$ cat config.mk
export PLATFORM = sky130hd
export DESIGN_NAME = sdbsc_top
export DESIGN_NICKNAME = d
export VERILOG_FILES = /design/src/shared/sdbsc_pkg.sv /design/src/hdl/sdbsc_timer.sv /design/src/hdl/sdbsc_top.sv
export SDC_FILE = /design/constraint.sdc
export NUM_CORES = 1
export LEC_CHECK = 0
export ABC_AREA = 1
export BUFFER_PORTS_ARGS = -buffer_cell sky130_fd_sc_hd__buf_4
export CAP_MARGIN = 20
export CORE_AREA = 3 3 83 70
export CTS_CLUSTER_DIAMETER = 80
export DETAILED_ROUTE_END_ITERATION = 10
export DIE_AREA = 0 0 86 73
export PLACE_DENSITY = 0.89
export SLEW_MARGIN = 30
export SYNTH_ARGS = -nofsm -noshare
export SYNTH_HDL_FRONTEND = slang
export SYNTH_SLANG_ARGS = --single-unit
$ cat constraint.sdc
create_clock -name clk -period 5.1 [get_ports clk]
set_input_delay 0.51 -clock clk [delete_from_list [all_inputs] [get_ports clk]]
set_output_delay 0.51 -clock clk [all_outputs]
set_load 0.005 [all_outputs]
$ cat src/shared/sdbsc_pkg.sv
// Purpose: Shared types and constants for the bank command state block.
// Assumes: One clock at 100 MHz; two banks; sequential burst order.
// Notes: Burst length and timings are fixed defaults, not mode-register driven.
package sdbsc_pkg;

  // Geometry
  localparam int NUM_BANKS = 2;
  localparam int COL_W = 8;
  localparam int CNT_W = 4;
  localparam logic [CNT_W-1:0] BURST_LEN = 4'h4;
  localparam logic [COL_W-1:0] BURST_MASK = 8'h03;

  // Timing, in ns and derived cycles
  localparam int CLK_PERIOD_NS = 10;
  localparam int T_RP_NS = 20;
  localparam int T_DPL_NS = 10;
  localparam logic [CNT_W-1:0] RP_CYC =
    CNT_W'((T_RP_NS + CLK_PERIOD_NS - 1) / CLK_PERIOD_NS);
  localparam logic [CNT_W-1:0] DPL_CYC =
    CNT_W'((T_DPL_NS + CLK_PERIOD_NS - 1) / CLK_PERIOD_NS);

  // Decoded command kinds
  typedef enum logic [3:0] {
    SDBSC_DESL, SDBSC_NOP, SDBSC_BST, SDBSC_RD, SDBSC_WR,
    SDBSC_ACT, SDBSC_PRE, SDBSC_REF, SDBSC_MRS
  } sdbsc_cmd_kind_t;

  // Bank states
  typedef enum logic [3:0] {
    SDBSC_IDLE, SDBSC_ROW_ACT, SDBSC_READ, SDBSC_WRITE,
    SDBSC_READ_AP, SDBSC_WRITE_AP, SDBSC_WREC, SDBSC_WREC_AP,
    SDBSC_PRECHG
  } sdbsc_state_t;

  // Command pins as sampled on the rising edge
  typedef struct packed {
    logic cs_n;
    logic ras_n;
    logic cas_n;
    logic we_n;
    logic bank;
    logic a10;
    logic [COL_W-1:0] col;
  } sdbsc_cmd_t;

  // Per-bank status
  typedef struct packed {
    sdbsc_state_t state;
    logic [COL_W-1:0] col;
    logic rd_beat;
    logic wr_beat;
  } sdbsc_bank_stat_t;

  // Map pin levels to a command kind
  function automatic sdbsc_cmd_kind_t sdbsc_decode(input sdbsc_cmd_t c);
    sdbsc_cmd_kind_t k;
    k = SDBSC_DESL;
    if (!c.cs_n)
    begin
      unique case ({c.ras_n, c.cas_n, c.we_n})
        3'b111: k = SDBSC_NOP;
        3'b110: k = SDBSC_BST;
        3'b101: k = SDBSC_RD;
        3'b100: k = SDBSC_WR;
        3'b011: k = SDBSC_ACT;
        3'b010: k = SDBSC_PRE;
        3'b001: k = SDBSC_REF;
        3'b000: k = SDBSC_MRS;
      endcase
    end
    return k;
  endfunction

  // Next column inside the burst, wrapping on the burst boundary
  function automatic logic [COL_W-1:0] sdbsc_next_col(input logic [COL_W-1:0] c);
    logic [COL_W-1:0] inc;
    inc = c + 8'h01;
    return (c & ~BURST_MASK) | (inc & BURST_MASK);
  endfunction

endpackage

$ cat src/hdl/sdbsc_timer.sv
// Purpose: Down-counter that times a recovery or precharge period.
// Assumes: Load value is at least one cycle.
// Notes: done is high in the last cycle of the period.
module sdbsc_timer
  import sdbsc_pkg::*;
(
  // Clock and reset
  input wire logic clk,
  input wire logic srst,
  // Control
  input wire logic load,
  input wire logic [CNT_W-1:0] load_val,
  // Status
  output logic done
);

  logic [CNT_W-1:0] cnt_reg;

  // Count down to zero, reload on request
  always_ff @(posedge clk)
  begin
    if (srst)
      cnt_reg <= '0;
    else if (load)
      cnt_reg <= load_val;
    else if (cnt_reg != '0)
      cnt_reg <= cnt_reg - 4'h1;
  end

  // Last cycle of the period; from the count only, so a reload fed by done makes no loop
  assign done = (cnt_reg == 4'h1);

endmodule

$ cat src/hdl/sdbsc_top.sv
// Purpose: Per-bank command state machine for a two-bank synchronous DRAM.
// Assumes: Controller obeys command legality; pins share the clock domain.
// Notes: Covers burst, auto-precharge, recovery and precharge states.
//
// Contract
// - Read burst runs out, then row active
// - Burst stop ends read, row active
// - New read restarts burst at column
// - Write interrupts read, write burst starts
// - Precharge interrupts read, then precharges row
// - Write burst runs out, then recovery
// - Burst stop ends write, row active
// - Read interrupts write, read burst starts
// - New write restarts write at column
// - Precharge interrupts write, then precharges row
// - Read auto-precharge finishes, then precharges
// - Write auto-precharge: recovery then precharge
// - Precharge ignores idle commands, then idle
module sdbsc_top
  import sdbsc_pkg::*;
(
  // Clock and reset
  input wire logic clk,
  input wire logic srst,
  // Command pins
  input wire sdbsc_cmd_t cmd,
  // Bank status
  output sdbsc_bank_stat_t [NUM_BANKS-1:0] bank_stat
);

  ////////////////////////////////////////////////////////////////////////
  // Command decode

  sdbsc_cmd_kind_t kind;

  // Kind of the command on the pins this cycle
  always_comb
  begin
    kind = sdbsc_decode(cmd);
  end

  ////////////////////////////////////////////////////////////////////////
  // Burst helpers

  // Read burst state, with or without auto-precharge
  function automatic sdbsc_state_t rd_state(input logic ap);
    return ap ? SDBSC_READ_AP : SDBSC_READ;
  endfunction

  // Write burst state, with or without auto-precharge
  function automatic sdbsc_state_t wr_state(input logic ap);
    return ap ? SDBSC_WRITE_AP : SDBSC_WRITE;
  endfunction

  // True in a state that moves read data
  function automatic logic rd_burst(input sdbsc_state_t s);
    return (s == SDBSC_READ) || (s == SDBSC_READ_AP);
  endfunction

  // True in a state that moves write data
  function automatic logic wr_burst(input sdbsc_state_t s);
    return (s == SDBSC_WRITE) || (s == SDBSC_WRITE_AP);
  endfunction

  ////////////////////////////////////////////////////////////////////////
  // Bank machines

  for (genvar b = 0; b < NUM_BANKS; b++)
  begin : g_bank
    sdbsc_state_t state_reg;
    sdbsc_state_t state_next;
    logic [COL_W-1:0] col_reg;
    logic [COL_W-1:0] col_next;
    logic [CNT_W-1:0] beat_reg;
    logic [CNT_W-1:0] beat_next;
    logic rd_beat_reg;
    logic wr_beat_reg;
    logic tmr_load;
    logic [CNT_W-1:0] tmr_val;
    logic tmr_done;
    logic hit;
    logic pre_hit;
    logic last_beat;

    // Addressing of this bank
    always_comb
    begin
      hit = (cmd.bank == 1'(b));
      pre_hit = (kind == SDBSC_PRE) && (hit || cmd.a10);
      last_beat = (beat_reg == '0);
    end

    // Recovery and precharge period timer
    sdbsc_timer u_timer (
      .clk(clk),
      .srst(srst),
      .load(tmr_load),
      .load_val(tmr_val),
      .done(tmr_done)
    );

    // Next state, column and beat count
    always_comb
    begin
      state_next = state_reg;
      col_next = col_reg;
      beat_next = beat_reg;
      tmr_load = 1'b0;
      tmr_val = RP_CYC;
      unique case (state_reg)
        SDBSC_IDLE:
        begin
          if (kind == SDBSC_ACT && hit)
            state_next = SDBSC_ROW_ACT;
        end
        SDBSC_ROW_ACT, SDBSC_WREC:
        begin
          if (state_reg == SDBSC_WREC && tmr_done)
            state_next = SDBSC_ROW_ACT;
          if (kind == SDBSC_RD && hit)
          begin
            state_next = rd_state(cmd.a10);
            col_next = cmd.col;
            beat_next = BURST_LEN - 4'h1;
          end
          else if (kind == SDBSC_WR && hit)
          begin
            state_next = wr_state(cmd.a10);
            col_next = cmd.col;
            beat_next = BURST_LEN - 4'h1;
          end
          else if (state_reg == SDBSC_ROW_ACT && pre_hit)
          begin
            state_next = SDBSC_PRECHG;
            tmr_load = 1'b1;
          end
        end
        SDBSC_READ:
        begin
          if (kind == SDBSC_RD && hit)
          begin
            // Abort and restart at the new column
            state_next = rd_state(cmd.a10);
            col_next = cmd.col;
            beat_next = BURST_LEN - 4'h1;
          end
          else if (kind == SDBSC_WR && hit)
          begin
            // Read cut, write burst follows
            state_next = wr_state(cmd.a10);
            col_next = cmd.col;
            beat_next = BURST_LEN - 4'h1;
          end
          else if (pre_hit)
          begin
            state_next = SDBSC_PRECHG;
            tmr_load = 1'b1;
          end
          // Burst stop cuts the read short
          else if (kind == SDBSC_BST)
            state_next = SDBSC_ROW_ACT;
          else if (last_beat)
            state_next = SDBSC_ROW_ACT;
          else
          begin
            col_next = sdbsc_next_col(col_reg);
            beat_next = beat_reg - 4'h1;
          end
        end
        SDBSC_WRITE:
        begin
          if (kind == SDBSC_RD && hit)
          begin
            // Write cut, read burst follows
            state_next = rd_state(cmd.a10);
            col_next = cmd.col;
            beat_next = BURST_LEN - 4'h1;
          end
          else if (kind == SDBSC_WR && hit)
          begin
            // Restart writing at the new column
            state_next = wr_state(cmd.a10);
            col_next = cmd.col;
            beat_next = BURST_LEN - 4'h1;
          end
          else if (pre_hit)
          begin
            state_next = SDBSC_PRECHG;
            tmr_load = 1'b1;
          end
          // Burst stop ends the write early
          else if (kind == SDBSC_BST)
            state_next = SDBSC_ROW_ACT;
          else if (last_beat)
          begin
            state_next = SDBSC_WREC;
            tmr_load = 1'b1;
            tmr_val = DPL_CYC;
          end
          else
          begin
            col_next = sdbsc_next_col(col_reg);
            beat_next = beat_reg - 4'h1;
          end
        end
        SDBSC_READ_AP:
        begin
          // Only deselect or no-op expected here
          if (last_beat)
          begin
            state_next = SDBSC_PRECHG;
            tmr_load = 1'b1;
          end
          else
          begin
            col_next = sdbsc_next_col(col_reg);
            beat_next = beat_reg - 4'h1;
          end
        end
        SDBSC_WRITE_AP:
        begin
          // Only deselect or no-op expected here
          if (last_beat)
          begin
            state_next = SDBSC_WREC_AP;
            tmr_load = 1'b1;
            tmr_val = DPL_CYC;
          end
          else
          begin
            col_next = sdbsc_next_col(col_reg);
            beat_next = beat_reg - 4'h1;
          end
        end
        SDBSC_WREC_AP:
        begin
          // Recovery done, precharge starts unprompted
          if (tmr_done)
          begin
            state_next = SDBSC_PRECHG;
            tmr_load = 1'b1;
          end
        end
        SDBSC_PRECHG:
        begin
          // Idle, no-op and burst stop change nothing
          if (tmr_done)
            state_next = SDBSC_IDLE;
        end
        default:
        begin
          state_next = SDBSC_IDLE;
        end
      endcase
    end

    // State register
    always_ff @(posedge clk)
    begin
      if (srst)
        state_reg <= SDBSC_IDLE;
      else
        state_reg <= state_next;
    end

    // Column and beat registers
    always_ff @(posedge clk)
    begin
      if (srst)
      begin
        col_reg <= '0;
        beat_reg <= '0;
      end
      else
      begin
        col_reg <= col_next;
        beat_reg <= beat_next;
      end
    end

    // Data beat flags, aligned with the state register
    always_ff @(posedge clk)
    begin
      if (srst)
      begin
        rd_beat_reg <= 1'b0;
        wr_beat_reg <= 1'b0;
      end
      else
      begin
        rd_beat_reg <= rd_burst(state_next);
        wr_beat_reg <= wr_burst(state_next);
      end
    end

    // Status out, straight from the registers
    assign bank_stat[b].state = state_reg;
    assign bank_stat[b].col = col_reg;
    assign bank_stat[b].rd_beat = rd_beat_reg;
    assign bank_stat[b].wr_beat = wr_beat_reg;
  end

endmodule

==> results of run 1 <==
-- report_power, final --
part / leakage, uW / internal, uW / total [uW] / switching, uW
logic: 0.00130 / 101 / 249 / 148
clock network: 0.0000552 / 146 / 270 / 125
registers: 0.000356 / 372 / 396 / 23.7
-- per-stage QoR --
step / area (um^2) / worst slack [ns] / power (uW) / util (%) / std cells
final: 3510 / 2.522 / 915.7 / 70.50 / 570
after global routing: 3510 / 2.281 / 968.9 / 70.50 / 570
after CTS: 3510 / 2.552 / 916.4 / 70.50 / 570
after detailed placement: 3402 / 2.234 / 651.0 / 68.33 / 562
after global placement: 3402 / 2.371 / 629.2 / 68.33 / 562
after floorplan: 3094 / 2.924 / 590.9 / - / 470
-- critical path, delay by kind of cell --
kind	cells	cell delay (ns)
buffers and inverters	3	0.22
AND/OR/NAND/NOR	9	1.62
AO/OA/AOI/OAI	1	0.07
adder cells (fa/ha/maj)	1	0.33
-- final cells by class --
| class | count | area (um^2) |
|---|---|---|
| fill | 410 | 1469 |
| sequential | 44 | 880.8 |
| clock buffer | 6 | 72.57 |
| timing repair buffer | 43 | 322.8 |
| clock inverter | 2 | 35.03 |
| tap | 62 | 77.57 |
| inverter | 60 | 227.7 |
| multi-input combinational | 353 | 1893 |
-- worst min path at each step --
stage | end | slack, ns | cells past startpoint
6_report | g_bank[0].col_reg[3] | 0.48 | 2
5_1_grt | g_bank[1].beat_reg[3] | 0.48 | 2
4_1_cts | g_bank[0].col_reg[6] | 0.48 | 2
3_5_place_dp | g_bank[1].col_reg[7] | 0.47 | 2
3_3_place_gp | g_bank[0].col_reg[7] | 0.46 | 2
2_1_floorplan | g_bank[0].beat_reg[0] | 0.45 | 2
-- cells by family after synthesis --
kind of cell,Yosys count,synth area share (%)
xor+xnor,14,3.963
flops,44,28.47
fa+ha+maj,9,3.639
compound gates,61,11.89
simple gates,269,41.69
buf+inv,73,10.35
-- cell usage after synthesis (7+ instances only) --
cell     count
ha_1         9
nand4_1     11
a21oi_1     20
nand2_1    111
xor2_1       8
nand3_1     46
nor2_1      59
nand3_2      7
dfxtp_1     44
o21ai_2      9
o21ai_0     21
inv_1       52
nor3_1      10
-- per-layer routing --
metal	global-route usage (%)	wire (um)	vias up
li1	-	-	1597
met5	0	0	-
met3	4.515	427	17
met1	31.52	3414	1449
met4	8.260	119	0
met2	42.77	3728	122
==> results by group, run 1 <==
Finish
  – Area growth, synth to finish: 13.43%
  – Layout cells sized above 1: 18.90%
  – NumNets Final: 532
  – Largest register FFs: 16
  – Commonest non-fill, non-tap cells in the layout: nand2_1 (111), nor2_1 (59), inv_1 (51)
  – Diodes inserted: 0
  – Most common cell after layout, fill and taps aside: nand2_1

CTS
  – # H-tree levels: 2
  – Post-CTS Resized: 0
  – CTS tree: done
  – CTS Buf Count: 5
  – CTS sink cnt: 44
  – Reg clk slew, reported paths: 0.08 ns
  – Worst-Skew Late Latency: 0.30 ns
  – Post-CTS setup buffers: 0
  – # hold bufs at CTS: 0
  – Max Buffers Root-to-Sink: 2
  – CTS root buffer: clkbuf_8

Synthesis
  – EDFF count, synth: 0
  – #FFs+latches synth: 44
  – Top FF cell, synth: dfxtp_1
  – Synthesized netlist cell count: 470
  – Post-synthesis cell type count: 39
  – Syn_area_per_cell: 6.583 um^2
  – Post-synthesis net count: 495
  – Post-synthesis cell type with the largest combined area: dfxtp_1
  – Yosys synthesis warning count: 0
  – Top post-synthesis cells by area: dfxtp_1 (28%), nand2_1 (13%), nand3_1 (7.4%)
  – Ys async rst share: 0%
  – Syn Std Cell Area: 0.003094 mm^2
  – Seq/Total Area, Yosys: 28.47%
  – Post-synth top area share: 28.47%

Floorplan
  – Core area: 0.004979 mm^2
  – Initial Util: 62.15%
  – FP Rows: 23
  – I/O Pins: 44
  – Die width: 86 um
  – Die footprint: 0.006278 mm^2
  – Die Span Y: 73 um

Timing
  – Max Slew Vio Count: 0
  – RSZ-0062 raised after global routing: no
  – Hold Vio Cnt, Final: 0
  – F_max: 0.3879 GHz
  – Final hold slack: 0.4816 ns
  – Slew at the pin closest to its max-slew limit: 0.6140 ns
  – Max_slew headroom: 59.01%
  – Clock skew: 0.006818 ns
  – Minimum clock period: 2.578 ns
  – Final setup fails: 0
  – Final period util: 50.55%
  – Final TNS setup: 0 ns

Route
  – Iteration-0 DRC Markers: 209
  – Post-Route WL: 7.690 mm
  – DRT Pass-1 Iters: 5
  – Vias: 3185
  – DR DRC count: 0
  – Vias/cell: 5.588
  – WL/cell: 13.49 um
  – Post-DRT Antenna Nets: 0

Min path
  – Hold Startpoint: g_bank[0].col_reg[3]
  – Worst hold path type: flip-flop to flip-flop

Critical path
  – Crit-path cells: buf_4, inv_1, ha_1, nand2_1, nor2_2, nand4_2, nand2_1, inv_1, nand2_1, nand2_1, nor2_2, nand2_1, nand3_1, o21ai_2
  – Crit Path Class: primary input to flip-flop
  – Origin of the worst setup path: cmd[10]
  – RR Startpoint: g_bank[1].state_reg[0]
  – Critical Path RT: 5.29 ns
  – Reg2reg end: g_bank[1].col_reg[3]
  – Critical Path Sink: g_bank[1].col_reg[3]
  – Reg2reg path depth: 11
  – Crit end category: flip-flop
  – Worst setup SP type: primary input
  – Crit path DAT: 2.77 ns
  – Worst path max stage delay: 0.38 ns
  – Crit-path max FO: 12
  – Crit-path slowest cell: nand2_1
  – R2r setup slk: 2.86 ns
  – Crit-path most repeated cell: nand2_1

Global route
  – Initial antenna violation count: 0
  – Vias in the first global route: 2976
  – Largest net degree at the start of global routing: 34
  – Total congestion overflow: 0
  – First-pass GRT wire length: 13.00 mm
  – Gr usage total: 24.89%

Status
  – Status: complete, no violations

Placement
  – Dpl hpwl: 5.652 mm
  – Routability congestion estimate: 0.9013
  – # port buffers: 43

Power and ir drop
  – Pleak: 0.001712 uW
  – P per Cell Area: 260.9 mW/mm^2
  – Worst ir drop on vdd: 0.2752 mV

Job
  – Max cap viols: 0
Note: power is estimated with default switching activity, not from simulation.
==> run 2, diff against run 1 <==
CORE_AREA = 3 3 86 72   (was 3 3 83 70)
DIE_AREA = 0 0 89 75   (was 0 0 86 73)
PLACE_DENSITY = 0.84   (was 0.89)
clock period = 2.45 ns   (was 5.1 ns; I/O delays follow)
==> results by group, run 2 (synthesized netlist as in run 1, its figures left out) <==
Finish
  – Filler cell count: 464
  – Commonest non-fill, non-tap cells in the layout: nand2_1 (111), nor2_1 (59), inv_1 (52)
  – Largest register FFs: 16
  – Most common cell after layout, fill and taps aside: nand2_1
  – Area occupied by multi-input gates: 0.001893 mm^2
  – Diodes inserted: 0
  – Reg area: 880.8 um^2
  – NumNets Final: 537
  – Layout cells sized above 1: 19.69%
  – Area growth, synth to finish: 15.20%

Global route
  – First-pass GRT wire length: 11.72 mm
  – GR Layer Usage met3: 4.048%
  – Initial antenna violation count: 0
  – Met2 Use GR: 36.74%
  – Vias in the first global route: 2692
  – Met1 Use GR: 29.01%
  – Largest net degree at the start of global routing: 31
  – Gr usage total: 21.88%
  – Total congestion overflow: 0
  – Grt peak-use layer: met2

Min path
  – Worst hold path type: primary input to flip-flop

Floorplan
  – FP Rows: 24
  – Die Span Y: 75 um
  – Die width: 89 um
  – Initial Util: 57.57%
  – Core area: 0.005375 mm^2
  – Die footprint: 0.006675 mm^2
  – I/O Pins: 44

Placement
  – Routability congestion estimate: 0.9573
  – Dpl hpwl: 5.498 mm
  – # port buffers: 43
  – Post-Place Worst Slack: 0.004594 ns

Power and ir drop
  – P per Cell Area: 544.8 mW/mm^2
  – Pleak: 0.001745 uW
  – Worst ir drop on vdd: 0.5216 mV

Route
  – Iteration-0 DRC Markers: 205
  – Vias/cell: 5.450
  – Post-DRT Antenna Nets: 0
  – DR DRC count: 0
  – Vias: 3150
  – Post-Route WL: 7.241 mm
  – WL/cell: 12.53 um
  – DRT Pass-1 Iters: 8

Critical path
  – Critical Path RT: 2.69 ns
  – Crit-path max FO: 11
  – Crit-path cells: buf_4, inv_1, ha_1, nand2_1, nor2_1, nand3_1, nor2_1, nand2_1, nand2_2, nor2_4, nand2_2, nand2_1, a21oi_1
  – Crit end category: flip-flop
  – Crit-path slowest cell: ha_1
  – Worst path max stage delay: 0.33 ns
  – Crit path DAT: 2.39 ns
  – Crit Path Class: primary input to flip-flop
  – Worst setup SP type: primary input
  – R2r setup slk: 0.40 ns
  – Crit-path most repeated cell: nand2_1

Timing
  – Slew at the pin closest to its max-slew limit: 0.4290 ns
  – Clock skew: 0.007952 ns
  – F_max: 0.4665 GHz
  – Max Slew Vio Count: 0
  – Final period util: 87.49%
  – Final setup fails: 0
  – Minimum clock period: 2.144 ns
  – Hold Vio Cnt, Final: 0
  – Final TNS setup: 0 ns
  – Worst setup margin: 0.3065 ns
  – RSZ-0062 raised after global routing: no
  – Max_slew headroom: 71.37%

Job
  – Max cap viols: 0

CTS
  – Post-CTS setup buffers: 0
  – Post-CTS Resized: 0
  – # hold bufs at CTS: 0
  – Max Buffers Root-to-Sink: 2
  – Worst-Skew Late Latency: 0.30 ns
  – CTS sink cnt: 44
  – CTS root buffer: clkbuf_8
  – Reg clk slew, reported paths: 0.09 ns
  – # H-tree levels: 2
  – CTS Buf Count: 5
  – CTS tree: done

Status
  – Status: complete, no violations
## run 2: layout make-up
| type | instances | area share (%) |
|---|---|---|
| Clock inverter | 2 | 1.088 |
| Timing Repair Buffer | 48 | 10.11 |
| Multi-Input combinational cell | 353 | 53.11 |
| Inverter | 60 | 6.388 |
| Sequential cell | 44 | 24.71 |
| Clock buffer | 6 | 2.317 |
| Tap cell | 65 | 2.282 |
## run 2: metrics by stage
step           util (%)  total power, uW  hold slack [ns]  cell area (um^2)  std cells
2_1_floorplan         -             1230           0.3141              3094        470
3_3_place_gp      64.06             1316           0.4505              3443        570
3_5_place_dp      64.06             1352           0.4629              3443        570
4_1_cts           66.32             1946           0.2129              3565        578
5_1_grt           66.32             2060           0.2243              3565        578
6_report          66.32             1942           0.2133              3565        578
## run 2: worst max-delay path, delay by kind of cell
kind / cells / cell delay, ns
compound gates: 1 / 0.14
fa+ha+maj: 1 / 0.33
buf+inv: 2 / 0.16
simple gates: 9 / 1.51
## run 2: per-layer routing
layer	share of wire (%)	vias up
met5	0	-
met4	1.1	0
met3	6.1	10
met2	47	112
met1	46	1423
li1	-	1605
## run 2: final timing paths
path,start,endpoint,cells after the start
setup / recovery,cmd[10],g_bank[0].col_reg[7],13
hold / removal,cmd[6],g_bank[0].col_reg[6],3
setup reg to reg,g_bank[1].beat_reg[0],g_bank[1].wr_beat_reg,13
hold reg to reg,g_bank[0].col_reg[6],g_bank[0].col_reg[6],2
## run 2: power by group
group	total [uW]	internal, uW	switching [uW]
sequential	824	774	49.2
combinational	514	211	303
clock	604	334	270
